**src/verilog/txcs_params.svh**
```systemverilog
// Offsets, reset values and timing counts of the transmit control block.
`ifndef TXCS_PARAMS_SVH
`define TXCS_PARAMS_SVH
`define TXCS_OFS_CTRL 4'h0
`define TXCS_OFS_STAT 4'h2
`define TXCS_CTRL_RST 16'h0000
`define TXCS_STAT_RST 16'h0000
`define TXCS_CLK_NS 5
`define TXCS_DEFR_NS 6400
`define TXCS_DEFR_CYC (`TXCS_DEFR_NS / `TXCS_CLK_NS)
`define TXCS_PRE_NIB 17'h0_000f
`define TXCS_IFG_NIB 17'h0_0017
`define TXCS_JAM_NIB 17'h0_0007
`define TXCS_CRC_NIB 17'h0_0007
`define TXCS_LATE_NIB 8'h80
`define TXCS_EXC_NIB 13'h17b8
`define TXCS_MIN_LEN 11'h040
`define TXCS_CRC_LEN 11'h004
`define TXCS_MAX_COLL 5'h10
`define TXCS_BOFF_LIM 5'h0a
`define TXCS_NIB_PRE 4'h5
`define TXCS_NIB_SFD 4'hd
`define TXCS_CRC_POLY 32'hedb8_8320
`define TXCS_CRC_INIT 32'hffff_ffff
`define TXCS_LFSR_SEED 16'hace1
`endif

```
**src/verilog/txcs_pkg.sv**
```systemverilog
// Types shared by the transmit control block.
package txcs_pkg;
  typedef struct packed {
    logic swfd; logic rsv14; logic iloop; logic stop_sqe;
    logic rx_own; logic mon_cs; logic rsv9; logic no_crc;
    logic pad_en; logic [3:0] rsv6_3; logic force_col; logic loop_pin; logic tx_en;
  } txcs_ctrl_t;
  typedef struct packed {
    logic underrun; logic link_ok; logic rsv13; logic counter_rollover;
    logic excessive_deferral; logic lost_carrier; logic late_col; logic rsv8;
    logic deferred; logic last_brd; logic sqe; logic col16;
    logic last_mult; logic multi_col; logic single_col; logic success;
  } txcs_stat_t;
  typedef struct packed {
    logic underrun; logic lost; logic late; logic col16; logic sqe;
    logic defer; logic exc; logic brd; logic mult; logic start;
    logic fin; logic fatal; logic [4:0] ncol;
  } txcs_ev_t;
  typedef enum logic [10:0] {
    S_IDLE = 11'h001, S_IFG = 11'h002, S_PRE = 11'h004, S_DATA = 11'h008,
    S_PAD = 11'h010, S_CRC = 11'h020, S_JAM = 11'h040, S_BOFF = 11'h080,
    S_SQEW = 11'h100, S_FIN = 11'h200, S_WB = 11'h400
  } txcs_state_t;
endpackage

```
**src/verilog/txcs_top.sv**
```systemverilog
// Transmit control and per-frame transmit status of a 10/100 MAC.
// Operation
// Switched full duplex ignores carrier, never defers, and suppresses collision counting.
// Full duplex uses collision as flow control; one-clock jam and backoff, preamble completes.
// Full duplex makes receive-own and carrier-monitor bits irrelevant.
// Internal loopback zeroes transmit pins and masks carrier, collision, receive inputs.
// Stop-on-SQE halts transmitter on SQE failure; writing it zero clears SQE flag.
// SQE flag sets in half duplex when no SQE pulse seen in gap; code sets it only while stop-on-SQE is set.
// Receive-own bit accepts own frames; clear rejects frames sourced by this node.
// Carrier monitor needs own carrier from preamble end; else abort and flag.
// No-CRC bit suppresses the appended CRC; default appends it.
// Padding extends short frames to 64 bytes with zeros; host gives raw count.
// Force collision skips deferral; empty queue sends preamble when carrier appears.
// Collision after 64 byte times flags late collision, jams, clears enable.
// Loop bit drives loopback pin; link-ok follows inverted link pin, changes interrupt.
// Clearing enable finishes the current frame; errors clear enable automatically.
// Status holds last outcome and is written as first word per packet.
// Underrun sets its flag and clears enable; setting enable clears flag.
// Counter rollover flag sets at count 15, clears on counter read.
// Excessive deferral and deferred flags track deferral; cleared at each packet boundary.
// Broadcast and multicast flags describe the frame; cleared at frame start.
// Sixteen collisions set their flag and clear enable; enable set clears it.
// Single and multiple collision flags record collisions of the last frame.
// Success flag sets on completion without fatal error; clears at start or enable.
`timescale 1ns/1ps
`include "txcs_params.svh"
module txcs_top import txcs_pkg::*; #(
  parameter logic [7:0] NIB_DIV = 8'h08
) (
  input  wire logic        clk,
  input  wire logic        nrst,
  input  wire logic        bus_sel,
  input  wire logic [3:0]  bus_addr,
  input  wire logic        bus_wr,
  input  wire logic        bus_rd,
  input  wire logic [1:0]  bus_be,
  input  wire logic [15:0] bus_wdata,
  output logic      [15:0] bus_rdata,
  input  wire logic        fr_pending,
  input  wire logic [10:0] fr_len,
  input  wire logic        fr_crc_ctl,
  output logic             fr_req,
  input  wire logic [7:0]  fr_data,
  input  wire logic        fr_data_ok,
  output logic             fr_done,
  output logic             st_wr,
  output logic      [15:0] st_word,
  input  wire logic        carrier_input,
  input  wire logic        collision_input,
  input  wire logic        rx_dv_in,
  input  wire logic        rx_er_in,
  output logic             rx_dv_out,
  output logic             rx_er_out,
  output logic             lb_valid,
  output logic      [3:0]  lb_data,
  output logic      [3:0]  txd,
  output logic             transmit_enable_out,
  output logic             loopback_pin,
  input  wire logic        link_input_pin_n,
  output logic             link_irq,
  input  wire logic        ctr_at_max,
  input  wire logic        ctr_read,
  input  wire logic        rx_addr_pass,
  input  wire logic        rx_from_self,
  output logic             rx_accept
);

  function automatic logic [31:0] crc_nib(input logic [31:0] c, input logic [3:0] d);
    logic [31:0] r;
    r = c;
    for (int i = 0; i < 4; i++) begin
      r = (r[0] ^ d[i]) ? ((r >> 1) ^ `TXCS_CRC_POLY) : (r >> 1);
    end
    return r;
  endfunction

  function automatic logic [9:0] boff_mask(input logic [4:0] n);
    logic [4:0] k;
    k = (n > `TXCS_BOFF_LIM) ? `TXCS_BOFF_LIM : n;
    return 10'((11'h001 << k) - 11'h001);
  endfunction

  txcs_ctrl_t  ctrl_reg;
  txcs_stat_t  stat_reg;
  txcs_stat_t  stat_next;
  txcs_ev_t    ev_reg;
  txcs_state_t st_reg;
  logic [7:0]  div_reg;
  logic        tick;
  logic [16:0] cnt_reg;
  logic [16:0] boff_reg;
  logic        half_reg;
  logic [10:0] bcnt_reg;
  logic [10:0] fidx_reg;
  logic [10:0] tgt_reg;
  logic [7:0]  cur_reg;
  logic [7:0]  nxt_reg;
  logic [7:0]  fnib_reg;
  logic [4:0]  ncol_reg;
  logic [31:0] crc_reg;
  logic [15:0] lfsr_reg;
  logic [12:0] dcnt_reg;
  logic [10:0] icyc_reg;
  logic        req_d_reg;
  logic        brd_acc_reg;
  logic        add_crc_reg;
  logic        col_pend_reg;
  logic        jam_fin_reg;
  logic        pre_only_reg;
  logic        fatal_reg;
  logic        sqe_seen_reg;
  logic        txen_i_reg;
  logic [3:0]  txd_i_reg;
  logic        lnk_reg;
  logic        crs;
  logic        col;
  logic        hd;
  logic        wr_ctrl;
  logic        tx_set;
  logic        coll_now;

  assign crs      = carrier_input & ~ctrl_reg.iloop;
  assign col      = collision_input & ~ctrl_reg.iloop;
  assign hd       = ~ctrl_reg.swfd;
  assign wr_ctrl  = bus_sel & bus_wr & ({bus_addr[3:1], 1'b0} == `TXCS_OFS_CTRL);
  assign tx_set   = wr_ctrl & bus_be[0] & bus_wdata[0];
  assign coll_now = tick & col & ~pre_only_reg;

  // The nibble rate is a strobe from a divider, keeping the whole block on one clock.
  always_ff @(posedge clk or negedge nrst) begin
    if (!nrst) begin
      div_reg <= 8'h00;
      tick    <= 1'b0;
    end else begin
      tick    <= (div_reg == NIB_DIV - 8'h01);
      div_reg <= (div_reg == NIB_DIV - 8'h01) ? 8'h00 : div_reg + 8'h01;
    end
  end

  always_ff @(posedge clk or negedge nrst) begin
    if (!nrst) begin
      ctrl_reg <= `TXCS_CTRL_RST;
    end else begin
      if (ev_reg.fatal) begin
        ctrl_reg.tx_en <= 1'b0;
      end
      if (wr_ctrl && bus_be[0]) begin
        ctrl_reg[7:0] <= bus_wdata[7:0];
      end
      if (wr_ctrl && bus_be[1]) begin
        ctrl_reg[15:8] <= bus_wdata[15:8];
      end
    end
  end

  always_ff @(posedge clk or negedge nrst) begin
    if (!nrst) begin
      bus_rdata <= 16'h0000;
    end else if (bus_sel && bus_rd) begin
      if ({bus_addr[3:1], 1'b0} == `TXCS_OFS_CTRL) begin
        bus_rdata <= ctrl_reg;
      end else if ({bus_addr[3:1], 1'b0} == `TXCS_OFS_STAT) begin
        bus_rdata <= stat_reg;
      end else begin
        bus_rdata <= 16'h0000;
      end
    end else begin
      bus_rdata <= 16'h0000;
    end
  end

  // Clears are applied first so that an event in the same cycle still lands.
  always_comb begin
    stat_next = stat_reg;
    stat_next.link_ok = lnk_reg;
    if (tx_set) begin
      stat_next.underrun  = 1'b0;
      stat_next.lost_carrier = 1'b0;
      stat_next.late_col  = 1'b0;
      stat_next.sqe       = 1'b0;
      stat_next.col16     = 1'b0;
      stat_next.success   = 1'b0;
    end
    if (wr_ctrl && bus_be[1] && !bus_wdata[12]) begin
      stat_next.sqe = 1'b0;
    end
    if (ctr_read) begin
      stat_next.counter_rollover = 1'b0;
    end
    if (ev_reg.start) begin
      stat_next.last_brd  = 1'b0;
      stat_next.last_mult = 1'b0;
      stat_next.success   = 1'b0;
      stat_next.deferred  = 1'b0;
      stat_next.excessive_deferral   = 1'b0;
    end
    if (ctr_at_max) stat_next.counter_rollover = 1'b1;
    if (ev_reg.underrun) stat_next.underrun = 1'b1;
    if (ev_reg.lost) stat_next.lost_carrier = 1'b1;
    if (ev_reg.late) stat_next.late_col = 1'b1;
    if (ev_reg.col16) stat_next.col16 = 1'b1;
    if (ev_reg.sqe) stat_next.sqe = 1'b1;
    if (ev_reg.defer) stat_next.deferred = 1'b1;
    if (ev_reg.exc) stat_next.excessive_deferral = 1'b1;
    if (ev_reg.brd) stat_next.last_brd = 1'b1;
    if (ev_reg.mult) stat_next.last_mult = 1'b1;
    if (ev_reg.fin) begin
      stat_next.success = ~ev_reg.fatal;
      if (hd) begin
        stat_next.single_col = (ev_reg.ncol != 5'h00);
        stat_next.multi_col  = (ev_reg.ncol > 5'h01);
      end
    end
  end

  always_ff @(posedge clk or negedge nrst) begin
    if (!nrst) begin
      stat_reg <= `TXCS_STAT_RST;
    end else begin
      stat_reg <= stat_next;
    end
  end

  always_ff @(posedge clk or negedge nrst) begin
    if (!nrst) begin
      st_reg <= S_IDLE;
      ev_reg <= '0;
      cnt_reg <= 17'h0_0000;
      boff_reg <= 17'h0_0000;
      half_reg <= 1'b0;
      bcnt_reg <= 11'h000;
      fidx_reg <= 11'h000;
      tgt_reg <= 11'h000;
      cur_reg <= 8'h00;
      nxt_reg <= 8'h00;
      fnib_reg <= 8'h00;
      ncol_reg <= 5'h00;
      crc_reg <= `TXCS_CRC_INIT;
      lfsr_reg <= `TXCS_LFSR_SEED;
      dcnt_reg <= 13'h0000;
      icyc_reg <= 11'h000;
      req_d_reg <= 1'b0;
      brd_acc_reg <= 1'b0;
      add_crc_reg <= 1'b0;
      col_pend_reg <= 1'b0;
      jam_fin_reg <= 1'b0;
      pre_only_reg <= 1'b0;
      fatal_reg <= 1'b0;
      sqe_seen_reg <= 1'b0;
      txen_i_reg <= 1'b0;
      txd_i_reg <= 4'h0;
      fr_req <= 1'b0;
      fr_done <= 1'b0;
      st_wr <= 1'b0;
      st_word <= 16'h0000;
    end else begin
      ev_reg <= '0;
      fr_req <= 1'b0;
      fr_done <= 1'b0;
      st_wr <= 1'b0;
      req_d_reg <= fr_req;
      lfsr_reg <= {lfsr_reg[14:0], lfsr_reg[15] ^ lfsr_reg[13] ^ lfsr_reg[12] ^ lfsr_reg[10]};
      if (icyc_reg != 11'h7ff) icyc_reg <= icyc_reg + 11'h001;
      if (tick && fnib_reg != 8'hff) fnib_reg <= fnib_reg + 8'h01;
      if (req_d_reg) begin
        nxt_reg <= fr_data;
        fidx_reg <= fidx_reg + 11'h001;
        brd_acc_reg <= ((fidx_reg == 11'h000) | brd_acc_reg) & (fr_data == 8'hff);
        if (fidx_reg == 11'h000) ev_reg.mult <= fr_data[0];
        if (fidx_reg == 11'h005) ev_reg.brd <= brd_acc_reg & (fr_data == 8'hff);
        if (!fr_data_ok) begin
          ev_reg.underrun <= 1'b1;
          fatal_reg <= 1'b1;
          st_reg <= S_FIN;
          txen_i_reg <= 1'b0;
        end
      end
      unique case (st_reg)
        S_IDLE: begin
          txen_i_reg <= 1'b0;
          // A cleared enable is only seen here, so a frame in flight always ends.
          if (ctrl_reg.tx_en && (fr_pending || ctrl_reg.force_col)) begin
            st_reg <= S_IFG;
            cnt_reg <= 17'h0_0000;
            icyc_reg <= 11'h000;
            dcnt_reg <= 13'h0000;
            ncol_reg <= 5'h00;
            fatal_reg <= 1'b0;
            ev_reg.start <= fr_pending;
          end
        end
        S_IFG: if (tick) begin
          if (hd && !ctrl_reg.force_col && crs) begin
            cnt_reg <= 17'h0_0000;
            if (icyc_reg < 11'(`TXCS_DEFR_CYC)) ev_reg.defer <= 1'b1;
            if (dcnt_reg != 13'h1fff) dcnt_reg <= dcnt_reg + 13'h0001;
            if (dcnt_reg == `TXCS_EXC_NIB) ev_reg.exc <= 1'b1;
          end else if (cnt_reg < `TXCS_IFG_NIB) begin
            cnt_reg <= cnt_reg + 17'h0_0001;
          end else if (fr_pending || (ctrl_reg.force_col && crs)) begin
            st_reg <= S_PRE;
            pre_only_reg <= ~fr_pending;
            cnt_reg <= 17'h0_0000;
            fnib_reg <= 8'h00;
            fidx_reg <= 11'h000;
            bcnt_reg <= 11'h000;
            col_pend_reg <= 1'b0;
            crc_reg <= `TXCS_CRC_INIT;
            add_crc_reg <= ~ctrl_reg.no_crc | fr_crc_ctl;
            tgt_reg <= (~ctrl_reg.no_crc | fr_crc_ctl) ?
                       (`TXCS_MIN_LEN - `TXCS_CRC_LEN) : `TXCS_MIN_LEN;
          end else if (!ctrl_reg.force_col) begin
            st_reg <= S_IDLE;
          end
        end
        S_PRE: if (tick) begin
          txen_i_reg <= 1'b1;
          txd_i_reg <= (cnt_reg == `TXCS_PRE_NIB && !pre_only_reg) ?
                       `TXCS_NIB_SFD : `TXCS_NIB_PRE;
          cnt_reg <= cnt_reg + 17'h0_0001;
          if (cnt_reg == `TXCS_PRE_NIB - 17'h0_0001 && !pre_only_reg) fr_req <= 1'b1;
          if (coll_now && !hd) col_pend_reg <= 1'b1;
          if (coll_now && hd) begin
            ncol_reg <= ncol_reg + 5'h01;
            cnt_reg <= 17'h0_0000;
            jam_fin_reg <= (ncol_reg + 5'h01 == `TXCS_MAX_COLL);
            fatal_reg <= (ncol_reg + 5'h01 == `TXCS_MAX_COLL);
            st_reg <= S_JAM;
          end else if (cnt_reg == `TXCS_PRE_NIB) begin
            if (pre_only_reg) begin
              st_reg <= S_IDLE;
            end else if (hd && ctrl_reg.mon_cs && !crs) begin
              ev_reg.lost <= 1'b1;
              fatal_reg <= 1'b1;
              st_reg <= S_FIN;
            end else if (col_pend_reg || (coll_now && !hd)) begin
              st_reg <= S_JAM;
            end else begin
              st_reg <= S_DATA;
              half_reg <= 1'b0;
              cur_reg <= nxt_reg;
            end
          end
        end
        S_DATA, S_PAD: if (tick) begin
          txd_i_reg <= (st_reg == S_PAD) ? 4'h0 : (half_reg ? cur_reg[7:4] : cur_reg[3:0]);
          crc_reg <= crc_nib(crc_reg, (st_reg == S_PAD) ? 4'h0 :
                             (half_reg ? cur_reg[7:4] : cur_reg[3:0]));
          half_reg <= ~half_reg;
          if (!half_reg && st_reg == S_DATA && bcnt_reg + 11'h002 <= fr_len) fr_req <= 1'b1;
          if (half_reg) begin
            bcnt_reg <= bcnt_reg + 11'h001;
            cur_reg <= nxt_reg;
            if (st_reg == S_DATA ? (bcnt_reg + 11'h001 == fr_len) :
                                   (bcnt_reg + 11'h001 >= tgt_reg)) begin
              if (st_reg == S_DATA && ctrl_reg.pad_en && fr_len < tgt_reg) begin
                st_reg <= S_PAD;
              end else if (add_crc_reg) begin
                st_reg <= S_CRC;
                cnt_reg <= 17'h0_0000;
              end else begin
                st_reg <= hd ? S_SQEW : S_FIN;
                cnt_reg <= 17'h0_0000;
                sqe_seen_reg <= 1'b0;
              end
            end
          end
          if (hd && ctrl_reg.mon_cs && !crs) begin
            ev_reg.lost <= 1'b1;
            fatal_reg <= 1'b1;
            st_reg <= S_FIN;
          end
        end
        S_CRC: if (tick) begin
          txd_i_reg <= ~crc_reg[3:0];
          crc_reg <= {4'hf, crc_reg[31:4]};
          cnt_reg <= cnt_reg + 17'h0_0001;
          if (cnt_reg == `TXCS_CRC_NIB) begin
            st_reg <= hd ? S_SQEW : S_FIN;
            cnt_reg <= 17'h0_0000;
            sqe_seen_reg <= 1'b0;
          end
        end
        S_JAM: begin
          // Full duplex jams for a single clock before backing off.
          if (!hd) begin
            txen_i_reg <= 1'b1;
            txd_i_reg <= `TXCS_NIB_PRE;
            st_reg <= S_BOFF;
          end else if (tick) begin
            txen_i_reg <= 1'b1;
            txd_i_reg <= `TXCS_NIB_PRE;
            cnt_reg <= cnt_reg + 17'h0_0001;
            if (cnt_reg == `TXCS_JAM_NIB) begin
              if (jam_fin_reg) begin
                st_reg <= S_FIN;
                ev_reg.late <= fatal_reg && fnib_reg >= `TXCS_LATE_NIB;
                ev_reg.col16 <= (ncol_reg == `TXCS_MAX_COLL);
              end else begin
                st_reg <= S_BOFF;
                cnt_reg <= 17'h0_0000;
                boff_reg <= {lfsr_reg[9:0] & boff_mask(ncol_reg), 7'h00};
              end
            end
          end
        end
        S_BOFF: begin
          if (tick || !hd) txen_i_reg <= 1'b0;
          if (!hd || (tick && cnt_reg >= boff_reg)) begin
            st_reg <= S_IFG;
            cnt_reg <= 17'h0_0000;
            icyc_reg <= 11'h000;
          end else if (tick) begin
            cnt_reg <= cnt_reg + 17'h0_0001;
          end
        end
        S_SQEW: begin
          if (tick) txen_i_reg <= 1'b0;
          if (col) sqe_seen_reg <= 1'b1;
          if (tick) begin
            cnt_reg <= cnt_reg + 17'h0_0001;
            if (cnt_reg == `TXCS_IFG_NIB) begin
              st_reg <= S_FIN;
              if (ctrl_reg.stop_sqe && !sqe_seen_reg && !col) begin
                ev_reg.sqe <= 1'b1;
                fatal_reg <= 1'b1;
              end
            end
          end
        end
        S_FIN: if (tick || !txen_i_reg) begin
          txen_i_reg <= 1'b0;
          ev_reg.fin <= 1'b1;
          ev_reg.fatal <= fatal_reg;
          ev_reg.ncol <= ncol_reg;
          st_reg <= S_WB;
        end
        S_WB: begin
          st_wr <= 1'b1;
          st_word <= stat_next;
          fr_done <= 1'b1;
          st_reg <= S_IDLE;
        end
        default: st_reg <= S_IDLE;
      endcase
      // Half duplex collisions in the frame body count, then jam and retry or fail.
      if ((st_reg == S_DATA || st_reg == S_PAD || st_reg == S_CRC) && coll_now) begin
        cnt_reg <= 17'h0_0000;
        st_reg <= S_JAM;
        if (hd) begin
          ncol_reg <= ncol_reg + 5'h01;
          jam_fin_reg <= (fnib_reg >= `TXCS_LATE_NIB) ||
                         (ncol_reg + 5'h01 == `TXCS_MAX_COLL);
          fatal_reg <= (fnib_reg >= `TXCS_LATE_NIB) ||
                       (ncol_reg + 5'h01 == `TXCS_MAX_COLL);
        end
      end
    end
  end

  always_ff @(posedge clk or negedge nrst) begin
    if (!nrst) begin
      txd <= 4'h0;
      transmit_enable_out <= 1'b0;
      lb_valid <= 1'b0;
      lb_data <= 4'h0;
      rx_dv_out <= 1'b0;
      rx_er_out <= 1'b0;
    end else begin
      txd <= ctrl_reg.iloop ? 4'h0 : txd_i_reg;
      transmit_enable_out <= ~ctrl_reg.iloop & txen_i_reg;
      lb_valid <= ctrl_reg.iloop & txen_i_reg;
      lb_data <= ctrl_reg.iloop ? txd_i_reg : 4'h0;
      rx_dv_out <= rx_dv_in & ~ctrl_reg.iloop;
      rx_er_out <= rx_er_in & ~ctrl_reg.iloop;
    end
  end

  always_ff @(posedge clk or negedge nrst) begin
    if (!nrst) begin
      loopback_pin <= 1'b0;
      lnk_reg <= 1'b0;
      link_irq <= 1'b0;
      rx_accept <= 1'b0;
    end else begin
      loopback_pin <= ctrl_reg.loop_pin;
      lnk_reg <= ~link_input_pin_n;
      link_irq <= (~link_input_pin_n) != lnk_reg;
      // In full duplex the own-frame choice is fixed and the control bit is ignored.
      rx_accept <= rx_addr_pass & (~rx_from_self | (ctrl_reg.rx_own & hd));
    end
  end

endmodule

```
**config.mk**
```make
export PLATFORM = sky130hd
export DESIGN_NAME = txcs_top
export DESIGN_NICKNAME = d
export VERILOG_FILES = /design/src/verilog/txcs_pkg.sv /design/src/verilog/txcs_top.sv
export VERILOG_INCLUDE_DIRS = /design/src /design/src/verilog
export SDC_FILE = /design/constraint.sdc
export NUM_CORES = 1
export LEC_CHECK = 0
export BUFFER_PORTS_ARGS = -buffer_cell sky130_fd_sc_hd__buf_2
export CAP_MARGIN = 25
export CELL_PAD_IN_SITES_DETAIL_PLACEMENT = 1
export CELL_PAD_IN_SITES_GLOBAL_PLACEMENT = 2
export CORE_UTILIZATION = 39
export CTS_CLUSTER_DIAMETER = 100
export DETAILED_ROUTE_END_ITERATION = 8
export PLACE_DENSITY_LB_ADDON = 0.3
export SKIP_CTS_REPAIR_TIMING = 1
export SLEW_MARGIN = 20
export SYNTH_ARGS = -nofsm -noshare
export SYNTH_HDL_FRONTEND = slang
export SYNTH_SLANG_ARGS = --single-unit
```
**constraint.sdc**
```tcl
create_clock -name clk -period 5.2 [get_ports clk]
set_input_delay 1.3 -clock clk [delete_from_list [all_inputs] [get_ports clk]]
set_output_delay 1.3 -clock clk [all_outputs]
set_load 0.1 [all_outputs]
```
### Word level (Yosys, flattened, before mapping)

Cells that the tools add are included.
W data, S select, Z words.

* register bits: 290
* latch bits: 0
* memory bits (writable): 0
* memory bits (read-only): 0
* bits of input ports: 58
* output and inout bits: 50
* word-level logic and storage cells: 509
* memories kept: 0

* $add $sub $neg: 10
* $mul: 0
* div/mod/pow operators: 0
* magnitude comparators: 9
* eq/ne operators: 61
* shift operators: 1
* muxes and demuxes: 238
* bitwise operators: 44
* reductions and logical operators: 65

Operators by type and width (count)
* $mux W11: 42
* $mux W17: 20
* $mux W32: 10
* $pmux W17 S8: 1
* $mux W8: 15
* $pmux W11 S9: 1
* $pmux W32 S3: 1
* $mux W1: 90
* $not A13 Y14: 4
* $mux W13: 4
* $mux W16: 3
* $ne A2 B2 Y1 const B: 22
* $pmux W11 S2: 2
* $mux W10: 4
* $mux W4: 10
* $eq A17 B4 Y1 const B: 2
* $add A11 B1 Y11 const B: 3
* $mux W5: 6
* $ne A3 B3 Y1 const B: 10
* $mux W7: 4
* $mux W2: 13
* $pmux W13 S2: 1
* $logic_and A1 B1 Y1: 24
* $eq A11 B3 Y1 const B: 2
* other kinds (69): 134

### Depth between registers and ports, before layout

* depth after elaboration: 14
* depth in mapped cells: 14
* gate-level depth less buffers: 13

### Worst setup path after synthesis

No wires, ideal clock.

* kind: input-to-reg
* start: input collision_input
* end: register cnt_reg[4]
* arrival time: 3.140 ns
* data required time: 5.068 ns
* slack: 1.928 ns
* cell stages on the path: 9
* path through: and4bb_2 -> nor2b_1 -> nor2_1 -> a211o_1 -> o21ai_1 -> clkbuf_1 -> nor2_1 -> o21ai_0 -> o31ai_1

* longest elaborated chain between the ends: 8
* elaborated cells on any way between the ends: 22
* classes of those cells: 11 x eq/ne; 4 x mux; 3 x bitwise; 4 x reduce/logical

RTL lines
* from (decl): RTL line txcs_top.sv:49 `input wire logic collision_input,`
* $and A1 B1 Y1 *: RTL line txcs_top.sv:123 `assign col = collision_input & ~ctrl_reg.iloop;`
* $and A1 B1 Y1 * (2 in series): RTL line txcs_top.sv:127 `assign coll_now = tick & col & ~pre_only_reg;`
* $logic_and A1 B1 Y1: RTL line txcs_top.sv:323 `if (coll_now && hd) begin`
* $mux W17: RTL line txcs_top.sv:323
* $mux W17: RTL line txcs_top.sv:316 `S_PRE: if (tick) begin`
* $pmux W17 S8: RTL line txcs_top.sv:278 `unique case (st_reg)`
* $mux W17: RTL line txcs_top.sv:447 `if ((st_reg == S_DATA || st_reg == S_PAD || st_reg == S_CRC) && coll_now) begin`
* to (signal assigned): RTL line txcs_top.sv:299 `cnt_reg <= cnt_reg + 17'h0_0001;`
* to (signal assigned): RTL line txcs_top.sv:320 `cnt_reg <= cnt_reg + 17'h0_0001;`
* to (signal assigned): RTL line txcs_top.sv:377 `cnt_reg <= cnt_reg + 17'h0_0001;`
* to (decl): RTL line txcs_top.sv:90 `logic [16:0] cnt_reg;`

Mark *: on every way between the ends. The rest lies on a longest branch, timed or not. The select of a mux whose other input is x is not followed.
A chain may end at the register's enable or synchronous reset.

### Final worst setup path

* start: register bcnt_reg[1]
* end: register cnt_reg[9]

* longest elaborated chain between the ends: 5
* elaborated cells on any way between the ends: 6
* classes of those cells: 1 x add/sub; 1 x order compare; 2 x eq/ne; 1 x mux; 1 x reduce/logical

RTL lines
* from (decl): RTL line txcs_top.sv:93 `logic [10:0] bcnt_reg;`
* from (signal assigned): RTL line txcs_top.sv:352 `bcnt_reg <= bcnt_reg + 11'h001;`
* $add A11 B1 Y11 *: RTL line txcs_top.sv:354, txcs_top.sv:355
* $ge A11 B11 Y1 or $eq A11 B11 Y1 (tied branches): RTL line txcs_top.sv:355, txcs_top.sv:354
* $mux W1 *: RTL line txcs_top.sv:354 `if (st_reg == S_DATA ? (bcnt_reg + 11'h001 == fr_len) :`
* $ne A3 B3 Y1 (no line) *
* $reduce_and A12 Y1 (no line) *
* to (signal assigned): RTL line txcs_top.sv:377
* to (signal assigned): RTL line txcs_top.sv:393 `cnt_reg <= cnt_reg + 17'h0_0001;`
* to (signal assigned): RTL line txcs_top.sv:414 `cnt_reg <= cnt_reg + 17'h0_0001;`

Mark *: on every way between the ends. The rest lies on a longest branch, timed or not.

==> key figures <==
Run status
  – Status: finished clean

Route
  – Post-route ant nets: 0
  – Iter 0 DRT Violations: 731
  – Residual DRC count: 0
  – Via count: roughly 12,000
  – DRT Pass-1 Iters: 5
  – Via density: approximately 5.6
  – Wire per inst: between 15 and 20 um
  – Final wirelength: ~40,000 um

Place
  – GPL Wtd Cong: between 0.9 and 1
  – I/O Buffers: between 100 and 150
  – Pre-CTS worst setup slack: approximately 1300 ps
  – Post-DP HPWL: 29,200 um

Synthesis
  – Sequential share of the synthesized area: 48.4%
  – Async SR Flop Fraction: 100%
  – Synthesis-stage register bit count: between 200 and 300
  – Syn Inst Count: 1,531
  – Mean Syn Cell Area: about 9.5 um^2
  – Top_reg_cell synth: dfrtp_1
  – Synth cell types: between 80 and 90
  – Number of flops mapped to enable cells by yosys: 0
  – Post-Syn Area: ~15,000 um^2
  – Yosys Warn Count: 0

Pwr
  – Static Leakage: roughly 0.0074 uW
  – Int Power: around 3900 uW
  – Gate power share: roughly an eighth
  – PD cells: between 300 and 400 nW/um^2
  – Sequential fraction of design power: between 40% and 50%
  – Sw frac: between 20 and 30%
  – NetSw: approximately 1500 uW
  – Clock network power share: roughly 44%
  – Max IR drop VDD: roughly 0.19 mV

Clocking
  – CTS tree: yes
  – Root buffer cell: clkbuf_16
  – Worst-path clk slew: approximately 60 ps
  – CTS Buffer Depth: 3
  – Worst skew pair latency: 540 ps
  – H-tree Lvls: 2
  – Cts bufs inserted: 34
  – Clock sinks: 280

Setup path
  – Critical path class: reg -> reg
  – Reg2Reg Depth: 12
  – Flop2flop setup slack: ~1400 ps
  – CP Max Fanout: 17
  – WP data required: around 5600 ps
  – Crit start category: flop
  – Worst Path Arrival: roughly 4200 ps
  – Worst r2r dst: cnt_reg[9]$_DFFE_PN0P_
  – Worst setup EP type: flop
  – Worst r2r src: bcnt_reg[1]$_DFFE_PN0P_

STA
  – Total negative slack: 0 ps
  – Clock Skews: ~20 ps
  – Worst slew pin tran: roughly 940 ps
  – Max_slew headroom: between 30% and 40%
  – RSZ-0062 raised after global routing: false
  – Final setup vio count: 0
  – Max frequency: approximately 260 MHz
  – Setup slack after layout: approximately 1400 ps
  – Post-route minimum period: between 3000 and 4000 ps
  – Hold Vio Cnt, Final: 0
  – Period utilization: approximately 73%
  – Max Slew Vio Count: 0

Die
  – Core ar.: 36,700 um^2
  – Die X: between 150 and 200 um
  – Starting density of the core: just under 40%
  – Number of I/O pins: 108
  – Rows: 70
  – Die area: ~38,000 um^2
  – Die Ht: between 150 and 200 um

Finish
  – Area growth syn-to-layout: 14.5%
  – Layout cells sized above 1: approximately 18%
  – Nets: 1,721
  – Max reg flops: 32

Worst hold path
  – Worst Hold Launch: lfsr_reg[14]$_DFF_PN0_
  – Worst hold path type: reg -> reg
  – WHS Path Cells: 0
  – Worst Hold Path EP: lfsr_reg[15]$_DFF_PN1_

GRT
  – First-pass GRT wire length: between 60,000 and 70,000 um
  – Initial antenna violation count: 0
  – Vias in the first global route: roughly 12,000
  – Overflow after GRT: 0
  – Gr usage total: a little over a fifth
  – Largest net degree at the start of global routing: 126
  – M1 GR Usage: ~31%
  – Met2 usage: between 30% and 40%
  – GRT met3 Usage: roughly 3.6%
  – GR peak layer: met2

Flow run
  – Max_cap viols: 0
-- Yosys cell counts (11+ instances only) --
cell type | count | area share [%]
o21ai_0 | 124 | 4.3
o31ai_1 | 16 | 0.82
nand3_1 | 51 | 1.8
ha_1 | 47 | 4.0
xor2_1 | 43 | 2.6
nand2_1 | 166 | 4.3
and3_1 | 15 | 0.64
nor2_1 | 179 | 4.6
xnor2_1 | 40 | 2.4
nor4_1 | 17 | 0.73
nor2b_1 | 19 | 0.82
mux2_2 | 45 | 3.5
dfstp_2 | 41 | 7.4
mux2i_1 | 19 | 1.3
o211ai_1 | 21 | 1.1
clkbuf_1 | 58 | 1.5
nand4_1 | 31 | 1.3
dfrtp_1 | 239 | 41
o21a_1 | 11 | 0.57
nand2b_1 | 15 | 0.64
and2_1 | 16 | 0.69
or3_1 | 11 | 0.47
a21oi_1 | 62 | 2.1
a21o_1 | 13 | 0.67
inv_1 | 60 | 1.5
nor3_1 | 29 | 1.0
-- cell usage in the layout, fill, tap and decap left out, types with 5 or more instances in the layout --
| master | Yosys | layout |
|---|---|---|
| ha_1 | 47 | 47 |
| nand3_1 | 51 | 51 |
| nand4_1 | 31 | 31 |
| clkbuf_8 | 0 | 6 |
| and4_1 | 7 | 7 |
| mux2_2 | 45 | 45 |
| o31ai_1 | 16 | 16 |
| dfrtp_1 | 239 | 239 |
| xor2_1 | 43 | 43 |
| clkbuf_16 | 0 | 34 |
| dfstp_2 | 41 | 41 |
| o21a_1 | 11 | 11 |
| o211ai_1 | 21 | 21 |
| o2111ai_1 | 6 | 6 |
| nand3b_1 | 8 | 8 |
| xnor2_1 | 40 | 40 |
| or4_1 | 8 | 8 |
| buf_4 | 3 | 15 |
| nor4_1 | 17 | 17 |
| o21ai_0 | 124 | 124 |
| nor2_1 | 179 | 179 |
| buf_2 | 5 | 103 |
| nand2b_1 | 15 | 15 |
| nor3b_1 | 5 | 5 |
| a21o_1 | 13 | 13 |
| or2_2 | 8 | 8 |
| and3_1 | 15 | 15 |
| a21oi_1 | 62 | 60 |
| nor3_1 | 29 | 28 |
| a31oi_1 | 7 | 7 |
| clkbuf_1 | 58 | 8 |
| nand2_1 | 166 | 166 |
| nor2b_1 | 19 | 19 |
| nor4b_1 | 5 | 5 |
| inv_1 | 60 | 60 |
| and2_1 | 16 | 16 |
| mux2i_1 | 19 | 19 |
| or3_1 | 11 | 11 |
-- cell type report --
class | instances | area [um^2]
Fill cell | 4171 | 20000
Sequential cell | 280 | 7060
Multi-Input combinational cell | 1117 | 7010
Clock buffer | 48 | 963
Timing Repair Buffer | 122 | 711
Tap cell | 468 | 586
Inverter | 61 | 229
Clock inverter | 13 | 143
Antenna cell | 1 | 2.50
-- worst max path at each step --
stage	start	to	slack (ps)	cells after the start
detailed placement	carrier_input	cnt_reg[13]$_DFFE_PN0P_	1290	8
global placement	carrier_input	cnt_reg[13]$_DFFE_PN0P_	1350	8
floorplan	collision_input	cnt_reg[4]$_DFFE_PN0P_	1930	9
finish	bcnt_reg[1]$_DFFE_PN0P_	cnt_reg[9]$_DFFE_PN0P_	1400	12
CTS	bcnt_reg[1]$_DFFE_PN0P_	cnt_reg[7]$_DFFE_PN0P_	1420	12
global route	bcnt_reg[1]$_DFFE_PN0P_	cnt_reg[9]$_DFFE_PN0P_	1050	12
-- cells by family (layout without fill, tap and decap cells) --
family / count (synthesis) / in the layout / share of synthesized area (%)
AOI/OAI and AO/OA: 310 / 310 / 13.2
xor gates and xnor gates: 84 / 84 / 5.14
adders and majority gates: 47 / 47 / 4.03
buffers and inverters: 135 / 244 / 3.66
DFF: 280 / 280 / 48.4
muxes: 64 / 64 / 4.78
other: 1 / 3 / 0.0257
and+or+nand+nor: 610 / 610 / 20.7
-- stage by stage --
stage / instance area, um^2 / std cells / power [uW] / hold WS, ps / util [%]
after floorplan: 14600 / 1532 / 2780 / 333 / -
after global routing: 16700 / 2109 / 5570 / 373 / 45.5
after global placement: 15600 / 2047 / 3010 / 338 / 42.4
after detailed placement: 15600 / 2047 / 3030 / 343 / 42.4
final: 16700 / 2110 / 5350 / 351 / 45.5
after CTS: 16700 / 2108 / 5420 / 355 / 45.4
-- layer usage --
layer / share of wire [%] / vias to the layer above / wire (um)
li1: - / 5550 / -
met1: 48 / 5930 / 19500
met2: 46 / 254 / 18800
met3: 4.6 / 56 / 1890
met4: 2.0 / 0 / 818
met5: 0 / - / 0
-- worst max-delay path, stage by stage (launching register included) --
cell and delay (ps):
dfrtp_1 430, ha_1 310, and3_1 360, and3_1 330, xor2_1 170, ha_1 240, o21ai_0 80, a21oi_1 70
o31ai_1 410, o31ai_4 250, o22ai_2 670, o21ai_0 230, o31ai_1 120
-- power by group through the flow --
stage          combinational (uW)  sequential, uW  clock [uW]
6_report                      672            2320        2360
5_1_grt                       737            2340        2500
4_1_cts                       672            2320        2430
3_5_place_dp                  668            2360           0
3_3_place_gp                  650            2360           0
2_1_floorplan                 411            2370           0
No activity file was read; power rests on OpenSTA's default activity.
